$ cat config.mk
export PLATFORM = sky130hd
export DESIGN_NAME = hub_port_power_strap_latch
export DESIGN_NICKNAME = d
export VERILOG_FILES = /design/src/port_power_slice.v /design/src/hub_port_power_strap_latch.v
export VERILOG_INCLUDE_DIRS = /design/src
export SDC_FILE = /design/constraint.sdc
export NUM_CORES = 1
export LEC_CHECK = 0
export ABC_AREA = 1
export BUFFER_PORTS_ARGS = -buffer_cell sky130_fd_sc_hd__buf_2
export CORE_MARGIN = 4
export CORE_UTILIZATION = 25
export CTS_CLUSTER_DIAMETER = 40
export CTS_CLUSTER_SIZE = 40
export DETAILED_ROUTE_END_ITERATION = 6
export PLACE_DENSITY_LB_ADDON = 0.12
export SYNTH_ARGS = -nofsm -noshare
export SYNTH_HDL_FRONTEND = slang
export SYNTH_SLANG_ARGS = --single-unit
$ cat constraint.sdc
create_clock -name core_clk -period 1.5 [get_ports core_clk]
set_clock_uncertainty 0.05 [all_clocks]
set_input_delay 0.3 -clock core_clk [delete_from_list [all_inputs] [get_ports core_clk]]
set_output_delay 0.3 -clock core_clk [all_outputs]
set_load 0.03 [all_outputs]
$ cat src/hub_port_power_defs.vh
`ifndef HUB_PORT_POWER_DEFS_VH
`define HUB_PORT_POWER_DEFS_VH

// Core clock rate in MHz.
`define CLK_MHZ 100
// Length of the configuration stage after reset release, in ns.
`define CFG_TIME_NS 100
// Configuration stage length in core clock cycles, rounded up.
`define CFG_CYCLES ((`CFG_TIME_NS * `CLK_MHZ + 999) / 1000)

// Register addresses.
`define DYN_PWR_ADDR 16'h4134
`define FIXED_CFG_ADDR 16'h4135
`define PORT_STATUS_ADDR 16'h4136

// Register reset values and the dynamic switching key.
`define DYN_PWR_RESET 8'hC1
`define DYN_PWR_ENABLE 8'h41
`define FIXED_CFG_RESET 8'h00

// Status register field positions.
`define ST_OC3_BIT 0
`define ST_OC4_BIT 1
`define ST_SELF_BIT 2
`define ST_CHG3_BIT 3
`define ST_CHG4_BIT 4
`define ST_DONE_BIT 5

`endif

$ cat src/port_power_slice.v
`timescale 1ns/1ps

// One downstream port: strap capture, power pin drive and over-current handling.
module port_power_slice
(
  input wire core_clk,
  input wire srst,
  input wire combinedMode,
  input wire running,
  input wire sampleStrap,
  input wire powerReq,
  input wire ocClear,
  input wire pinIn,
  input wire senseLowIn,
  output wire pinOut,
  output wire pinOeN,
  output reg chargingEnable_q,
  output reg overcurrent_q,
  output reg supplyEnable_q
);

  // Two-stage synchronisers for the shared pin and the separate sense pin.
  reg pinMeta_q;
  reg pinSync_q;
  reg senseMeta_q;
  reg senseSync_q;
  // Supply history; a just-released shared pin still shows its old low level
  // for two synchroniser cycles, so it is only trusted once power has stood that long.
  reg supplyAge1_q;
  reg supplyAge2_q;
  // Over-current seen on whichever sense source the mode selects.
  wire ocSeen;

  // The first stage of each synchroniser feeds only the second stage.
  always @(posedge core_clk)
  begin
    if (srst)
    begin
      pinMeta_q <= 1'b1;
      pinSync_q <= 1'b1;
      senseMeta_q <= 1'b1;
      senseSync_q <= 1'b1;
    end
    else
    begin
      pinMeta_q <= pinIn;
      pinSync_q <= pinMeta_q;
      senseMeta_q <= senseLowIn;
      senseSync_q <= senseMeta_q;
    end
  end

  // Age of the current supply grant, used to blank the shared-pin sense after release.
  always @(posedge core_clk)
  begin
    if (srst)
    begin
      supplyAge1_q <= 1'b0;
      supplyAge2_q <= 1'b0;
    end
    else
    begin
      supplyAge1_q <= supplyEnable_q;
      supplyAge2_q <= supplyAge1_q;
    end
  end

  // In combined mode the pin is only a valid sense once it has settled after release.
  assign ocSeen = running & (combinedMode ? (supplyEnable_q & supplyAge1_q & supplyAge2_q & ~pinSync_q)
                                          : ~senseSync_q);

  // Charging strap is latched from the pin while it is still released.
  always @(posedge core_clk)
  begin
    if (srst)
    begin
      chargingEnable_q <= 1'b0;
    end
    else if (sampleStrap)
    begin
      chargingEnable_q <= pinSync_q;
    end
  end

  // Sticky over-current flag; a new event wins over a clear in the same cycle.
  always @(posedge core_clk)
  begin
    if (srst)
    begin
      overcurrent_q <= 1'b0;
    end
    else if (ocSeen)
    begin
      overcurrent_q <= 1'b1;
    end
    else if (ocClear)
    begin
      overcurrent_q <= 1'b0;
    end
  end

  // Power is granted only when running, requested and free of over-current.
  always @(posedge core_clk)
  begin
    if (srst)
    begin
      supplyEnable_q <= 1'b0;
    end
    else
    begin
      supplyEnable_q <= running & powerReq & ~overcurrent_q & ~ocSeen;
    end
  end

  // Open-drain in combined mode: releasing the pin means power on.
  // Outside the running state the pin is released so the strap can be read.
  // Gated by the run state so power drops at the same edge the pin is released.
  assign pinOut = combinedMode ? 1'b0 : (supplyEnable_q & running);
  assign pinOeN = ~running | (combinedMode & supplyEnable_q);

endmodule

$ cat src/hub_port_power_strap_latch.v
`timescale 1ns/1ps
`include "hub_port_power_defs.vh"

module hub_port_power_strap_latch
(
  input wire core_clk,
  input wire srst,
  input wire extResetN,
  input wire self_supply_detect,
  input wire selfSupplyInUse,
  input wire [1:0] fixed_device_straps,
  input wire port3_combined_control,
  input wire port4_combined_control,
  input wire port3PowerReq,
  input wire port4PowerReq,
  input wire port3PinIn,
  input wire port4PinIn,
  input wire port3_overcurrent_sense_low,
  input wire port4_overcurrent_sense_low,
  input wire [15:0] regAddr,
  input wire [7:0] regWrData,
  input wire regWrite,
  input wire regRead,
  input wire otpWrite,
  input wire [15:0] otpAddr,
  input wire [7:0] otpData,
  output reg [7:0] regRdData,
  output wire port3_supply_enable,
  output wire port3PinOeN,
  output wire port4_supply_enable,
  output wire port4PinOeN,
  output wire port3ChargingEnable,
  output wire port4ChargingEnable,
  output wire port3Overcurrent,
  output wire port4Overcurrent,
  output reg selfPowered_q,
  output reg [1:0] fixedDevice_q,
  output wire configDone
);

  // One-hot states of the start-up sequence.
  localparam [2:0] ST_HOLD = 3'b001;
  localparam [2:0] ST_CONFIG = 3'b010;
  localparam [2:0] ST_RUN = 3'b100;

  // External reset synchroniser.
  reg extMeta_q;
  reg extSync_q;
  // Self-supply detect synchroniser.
  reg selfMeta_q;
  reg selfSync_q;
  // Fixed-device strap synchroniser.
  reg [1:0] fixedMeta_q;
  reg [1:0] fixedSync_q;
  // Sequencer state and its next value.
  reg [2:0] state_q;
  reg [2:0] state_d;
  // Configuration stage cycle counter.
  reg [7:0] cfgCount_q;
  // Power-source value frozen at the end of configuration.
  reg selfLatched_q;
  // Registers reachable over SMBus or OTP.
  reg [7:0] dynamicPower_q;
  reg [7:0] fixedCfg_q;
  // Raw strap values, refreshed only in the configuration stage.
  reg [1:0] fixedStrapLatched_q;
  // Decoded controls.
  wire running;
  wire sampleStrap;
  wire dynamicMode;
  wire wrEn;
  wire [15:0] wrAddr;
  wire [7:0] wrData;
  wire oc3Clear;
  wire oc4Clear;

  // External reset, self-supply detect and fixed-device strap pins are synchronised before any logic reads them.
  always @(posedge core_clk)
  begin
    if (srst)
    begin
      extMeta_q <= 1'b0;
      extSync_q <= 1'b0;
      selfMeta_q <= 1'b0;
      selfSync_q <= 1'b0;
      fixedMeta_q <= 2'h0;
      fixedSync_q <= 2'h0;
    end
    else
    begin
      extMeta_q <= extResetN;
      extSync_q <= extMeta_q;
      selfMeta_q <= self_supply_detect;
      selfSync_q <= selfMeta_q;
      fixedMeta_q <= fixed_device_straps;
      fixedSync_q <= fixedMeta_q;
    end
  end

  // Next-state logic of the start-up sequencer.
  always @*
  begin
    state_d = state_q;
    case (state_q)
      ST_HOLD:
      begin
        // Wait here while the external reset holds the device in standby.
        if (extSync_q)
        begin
          state_d = ST_CONFIG;
        end
      end
      ST_CONFIG:
      begin
        if (!extSync_q)
        begin
          state_d = ST_HOLD;
        end
        else if (cfgCount_q == `CFG_CYCLES - 1)
        begin
          state_d = ST_RUN;
        end
      end
      ST_RUN:
      begin
        // A new external reset drops push-pull port power at once and releases combined-mode pins.
        if (!extSync_q)
        begin
          state_d = ST_HOLD;
        end
      end
      default:
      begin
        state_d = ST_HOLD;
      end
    endcase
  end

  // Sequencer state and configuration counter.
  always @(posedge core_clk)
  begin
    if (srst)
    begin
      state_q <= ST_HOLD;
      cfgCount_q <= 8'h00;
    end
    else
    begin
      state_q <= state_d;
      if (state_q == ST_CONFIG)
      begin
        cfgCount_q <= cfgCount_q + 8'h01;
      end
      else
      begin
        cfgCount_q <= 8'h00;
      end
    end
  end

  assign running = (state_q == ST_RUN);
  assign configDone = running;
  // Straps are taken on the last configuration cycle, after power-on or ext reset rise.
  assign sampleStrap = (state_q == ST_CONFIG) && (state_d == ST_RUN);

  // Power-source latch; it only changes while configuring.
  always @(posedge core_clk)
  begin
    if (srst)
    begin
      selfLatched_q <= 1'b0;
      fixedStrapLatched_q <= 2'h0;
    end
    else if (sampleStrap)
    begin
      selfLatched_q <= selfSync_q;
      fixedStrapLatched_q <= fixedSync_q;
    end
  end

  // Dynamic switching needs the exact key; any other value keeps the latch.
  assign dynamicMode = (dynamicPower_q == `DYN_PWR_ENABLE);

  // Power source and non-removable state seen by the rest of the hub.
  always @(posedge core_clk)
  begin
    if (srst)
    begin
      selfPowered_q <= 1'b0;
      fixedDevice_q <= 2'h0;
    end
    else
    begin
      selfPowered_q <= (dynamicMode && running) ? selfSync_q : selfLatched_q;
      fixedDevice_q <= selfSupplyInUse ? fixedCfg_q[1:0] : fixedStrapLatched_q;
    end
  end

  // OTP loads take priority; they happen during start-up when SMBus is idle.
  assign wrEn = otpWrite | regWrite;
  assign wrAddr = otpWrite ? otpAddr : regAddr;
  assign wrData = otpWrite ? otpData : regWrData;
  // Status writes clear over-current flags where a one is written.
  assign oc3Clear = wrEn && (wrAddr == `PORT_STATUS_ADDR) && wrData[`ST_OC3_BIT];
  assign oc4Clear = wrEn && (wrAddr == `PORT_STATUS_ADDR) && wrData[`ST_OC4_BIT];

  // Writable configuration registers; unmapped writes are dropped.
  always @(posedge core_clk)
  begin
    if (srst)
    begin
      dynamicPower_q <= `DYN_PWR_RESET;
      fixedCfg_q <= `FIXED_CFG_RESET;
    end
    else if (wrEn)
    begin
      if (wrAddr == `DYN_PWR_ADDR)
      begin
        dynamicPower_q <= wrData;
      end
      if (wrAddr == `FIXED_CFG_ADDR)
      begin
        fixedCfg_q <= {6'h00, wrData[1:0]};
      end
    end
  end

  // Registered read data; unmapped addresses read as zero.
  always @(posedge core_clk)
  begin
    if (srst)
    begin
      regRdData <= 8'h00;
    end
    else if (regRead)
    begin
      case (regAddr)
        `DYN_PWR_ADDR: regRdData <= dynamicPower_q;
        `FIXED_CFG_ADDR: regRdData <= fixedCfg_q;
        `PORT_STATUS_ADDR: regRdData <= {2'h0, running, port4ChargingEnable, port3ChargingEnable,
                                         selfPowered_q, port4Overcurrent, port3Overcurrent};
        default: regRdData <= 8'h00;
      endcase
    end
  end

  // Port 3 power, strap and over-current handling.
  port_power_slice port3Slice
  (
    .core_clk(core_clk),
    .srst(srst),
    .combinedMode(port3_combined_control),
    .running(running),
    .sampleStrap(sampleStrap),
    .powerReq(port3PowerReq),
    .ocClear(oc3Clear),
    .pinIn(port3PinIn),
    .senseLowIn(port3_overcurrent_sense_low),
    .pinOut(port3_supply_enable),
    .pinOeN(port3PinOeN),
    .chargingEnable_q(port3ChargingEnable),
    .overcurrent_q(port3Overcurrent),
    .supplyEnable_q()
  );

  // Port 4 power, strap and over-current handling.
  port_power_slice port4Slice
  (
    .core_clk(core_clk),
    .srst(srst),
    .combinedMode(port4_combined_control),
    .running(running),
    .sampleStrap(sampleStrap),
    .powerReq(port4PowerReq),
    .ocClear(oc4Clear),
    .pinIn(port4PinIn),
    .senseLowIn(port4_overcurrent_sense_low),
    .pinOut(port4_supply_enable),
    .pinOeN(port4PinOeN),
    .chargingEnable_q(port4ChargingEnable),
    .overcurrent_q(port4Overcurrent),
    .supplyEnable_q()
  );

endmodule

==> results by group <==
Outcome
  • Outcome: finished clean

Setup path
  • WP buf/inv: 2
  • R2r worst-path depth: 6
  • Slowest CP cell: dfxtp_2
  • Crit Reg-Reg Endpoint: fixedStrapLatched_q[0]$_SDFFE_PP0P_
  • CP max FO: 4
  • Crit path DAT: ~1.1 ns
  • Reg2reg start: cfgCount_q[1]$_SDFF_PP0_
  • CP cell instances: inv_2 > nand3_4 > nor3_2 > buf_4
  • Reg2Reg Setup Slack: approximately 0.14 ns
  • Crit path capture type: output pin
  • Critical path type: reg2out
  • Crit path largest cell delay: 0.32 ns
  • Cell family with most CP delay: flip-flops
  • Required time worst endpoint: 1.15 ns
  • Critical Path Source Type: flop

Finish
  • Area grow syn2layout: 35.6%
  • Layout Cells excl Fill: roughly 630
  • ANT cells: 0
  • Final instance area: roughly 3700 µm²
  • Final #Nets: approximately 550
  • Final Util: 34.5%
  • Layout cells sized above 1: ~33%

Clock network
  • TritonCTS clock tree: done
  • Clock-pin slew on the worst setup and hold paths: 0.06 ns
  • Root buffer cell: clkbuf_8
  • CTS buffer count: 9
  • Htree depth: 3
  • Clock Latency Late Sink: 0.34 ns
  • CTS Buffer Depth: 2
  • Clk sinks: 61

Power and ir drop
  • Sw Share: around 22%
  • Maximum vdd drop: 0.398 mV
  • Sequential group share of total power: roughly 46%
  • Total power: around 3.6 mW
  • Comb pwr share: about 7.3%
  • Pwr dens: between 900 and 1000 nW/µm²
  • Clock power share: between 40% and 50%
  • Net Switching: 0.777 mW
  • Internal Power: roughly 2.8 mW
  • Lkg Pwr: 1.71 nW

Synth
  • Sequential area share after synthesis: 44.3%
  • FFs w/ async S/R, synth: 0%
  • Synth Cell Area: around 2800 µm²
  • Number of synthesized flops with an enable pin: 0
  • Compound-Gate Fraction of Synth Area: under 10%
  • Post-synthesis adder-cell area fraction: 0.907%
  • Synth Area in XOR/XNOR: 0%
  • Mux contribution to synthesized area: roughly 1.5%
  • Simple-Gate Fraction of Synth Area: about a third
  • Syn Nets: 449
  • Syn_area_per_cell: 7.24 µm²
  • Main synth FF type: dfxtp_1
  • Yosys cell types: 31
  • FF+latch count, synth: approximately 60
  • Ys Warns: 0
  • Largest family of logic cells by synthesized area: simple AND/OR/NAND/NOR gates
  • Synth Instances: approximately 380

Place
  • Port bufs: 85
  • Dpl cells: approximately 610
  • Placed wire-length estimate: between 5 and 6 mm
  • Area after DPL: between 3000 and 4000 µm²
  • GPL Wtd Cong: ~0.78
  • Post-Place Setup Slack: -0.0794 ns

Routing
  • Routed via count divided by cell count: 4.25
  • DRT iter0 DRCs: 91
  • DR DRC count: 0
  • Post-DR wirelength/cell: 11.3 µm
  • Vias: about 2.7k
  • WL final: 7.09 mm
  • First-pass DRT Iterations: 4
  • Antenna-violating nets left: 0

STA
  • Setup TNS: 0 ns
  • RSZ-0062 raised after global routing: yes
  • Slew headroom: 71.6%
  • Worst-margin pin slew: between 0.4 and 0.5 ns
  • Final period demand of the worst path: ~1.5 ns
  • Max Clk Rate: 0.674 GHz
  • Final Max Slew Viols: 0
  • Final Hold Viols: 0
  • Worst hold slack: about 0.096 ns
  • Tcrit/Tclk final: between 90% and 100%
  • Setup-violating endpoint count in the final report: 0
  • Final setup margin: roughly 0.016 ns

Die
  • Die Y: between 100 and 150 µm
  • Rows: 38
  • Die area: 12800 µm²
  • Die outline width: 113 µm
  • Core footprint: about 11000 µm²
  • Number of top-level design ports: between 80 and 90
  • Initial core utilization: 25.5%

Global routing
  • Total Routing Usage GR: a little under an eighth
  • First-pass GRT wire length: 12.2 mm
  • Largest net degree at the start of global routing: 20
  • Total gr overflow: 0
  • Vias in the first global route: between 2k and 3k
  • Antenna violations before repair: 0

Flow run
  • # Max-Cap Violations: 0

Worst hold path
  • Hold depth: 2
  • Worst hold endpoint: port4Slice.pinMeta_q$_SDFF_PP1_
  • Hold Crit Class: in2reg
  • Hold_sp: port4PinIn
==> routing by layer <==
metal / vias up / share of wire, % / global-route usage (%)
li1: 1411 / - / -
met1: 1212 / 46 / 14.9
met2: 46 / 48 / 19.3
met3: 7 / 4.9 / 4.28
met4: 0 / 0.71 / 2.16
met5: - / 0 / 0
==> cell usage in the layout (no fill, tap or decap), types with 3 or more instances in the layout <==
cell	netlist	layout
inv_1	58	57
nand4_1	8	8
o21ai_0	11	10
buf_2	1	80
or2_2	8	8
nor3_1	5	3
a21oi_1	20	20
nor2_2	2	4
buf_4	0	18
nor2_1	49	47
a211oi_1	5	5
nand2_4	4	4
dfxtp_1	61	59
inv_2	6	6
nand2_2	5	6
nand3_1	32	31
nand2_1	71	70
o21ai_1	7	7
mux2i_1	4	4
nand3_4	2	4
clkbuf_8	0	12
==> synth_stat cells (3+ instances only) <==
library cell,number,area share (%)
nand2_1,71,9.7
dfxtp_1,61,44
inv_1,58,7.9
nor2_1,49,6.7
nand3_1,32,5.8
a21oi_1,20,3.6
o21ai_0,11,2.0
nand4_1,8,1.8
or2_2,8,1.8
o21ai_1,7,1.3
clkbuf_1,6,0.82
inv_2,6,0.82
a211oi_1,5,1.4
nand2_2,5,1.1
nor3_1,5,0.91
mux2i_1,4,1.5
nand2_4,4,1.6
nand3_2,3,1.1
==> flip-flops by register name, indices dropped and copies added (netlist names), 2 cells and up <==
register	cells
fixedCfg_q	2
fixedSync_q	2
fixedStrapLatched_q	2
fixedMeta_q	2
cfgCount_q	8
state_q	3
regRdData	8
fixedDevice_q	2
dynamicPower_q	8
==> worst register-to-register path: cells and delay by family (launching register included) <==
family	cells	cell delay (ns)
flip-flops	1	0.33
adder cells (fa/ha/maj)	1	0.14
AND/OR/NAND/NOR	3	0.44
AO/OA/AOI/OAI	1	0.25
buffers and inverters	1	0.06
==> how the worst max path moves through the flow <==
| stage | from | to | cells past startpoint |
|---|---|---|---|
| after floorplan | state_q[1]$_SDFF_PP0_ | port3_supply_enable | 3 |
| after global placement | otpWrite | dynamicPower_q[4]$_SDFFE_PP0P_ | 11 |
| after detailed placement | otpWrite | dynamicPower_q[5]$_SDFFE_PP0P_ | 11 |
| after CTS | state_q[0]$_SDFF_PP1_ | port4PinOeN | 5 |
| after global routing | state_q[0]$_SDFF_PP1_ | port4_supply_enable | 4 |
| final | state_q[0]$_SDFF_PP1_ | port4_supply_enable | 4 |
==> final cells by class <==
class	count	area, µm²
clock buffers	12	165
clock inverters	3	67.6
fillers	1193	7100
inverters	65	249
multi-input cells	247	1290
flip-flops and latches	61	1220
well taps	140	175
repair buffers	101	566
==> power by group through the flow <==
stage                     Clock, mW  Sequential, mW  Combinational [mW]
after global routing           1.85            1.65               0.303
after detailed placement          0            1.69               0.264
final                          1.69            1.65               0.263
after CTS                      1.74            1.65               0.268
after floorplan                   0            1.69               0.134
after global placement            0            1.69               0.262
==> cells by family (layout without fill, tap and decap cells) <==
family | Yosys count | count (layout)
simple gates | 197 | 197
buf+inv | 73 | 181
flops | 61 | 61
compound gates | 44 | 44
mux | 4 | 4
fa+ha+maj | 2 | 2
==> timing repair <==
action | in CTS | in global routing
buffers inserted | 3 | 0
setup endpoints to repair | 5 | 12
endpoints found under the hold margin | 0 | 0
hold buffers | 0 | 0
pin swaps | 1 | 1
resized for setup | 14 | 7
No activity file was read; power rests on OpenSTA's default activity.
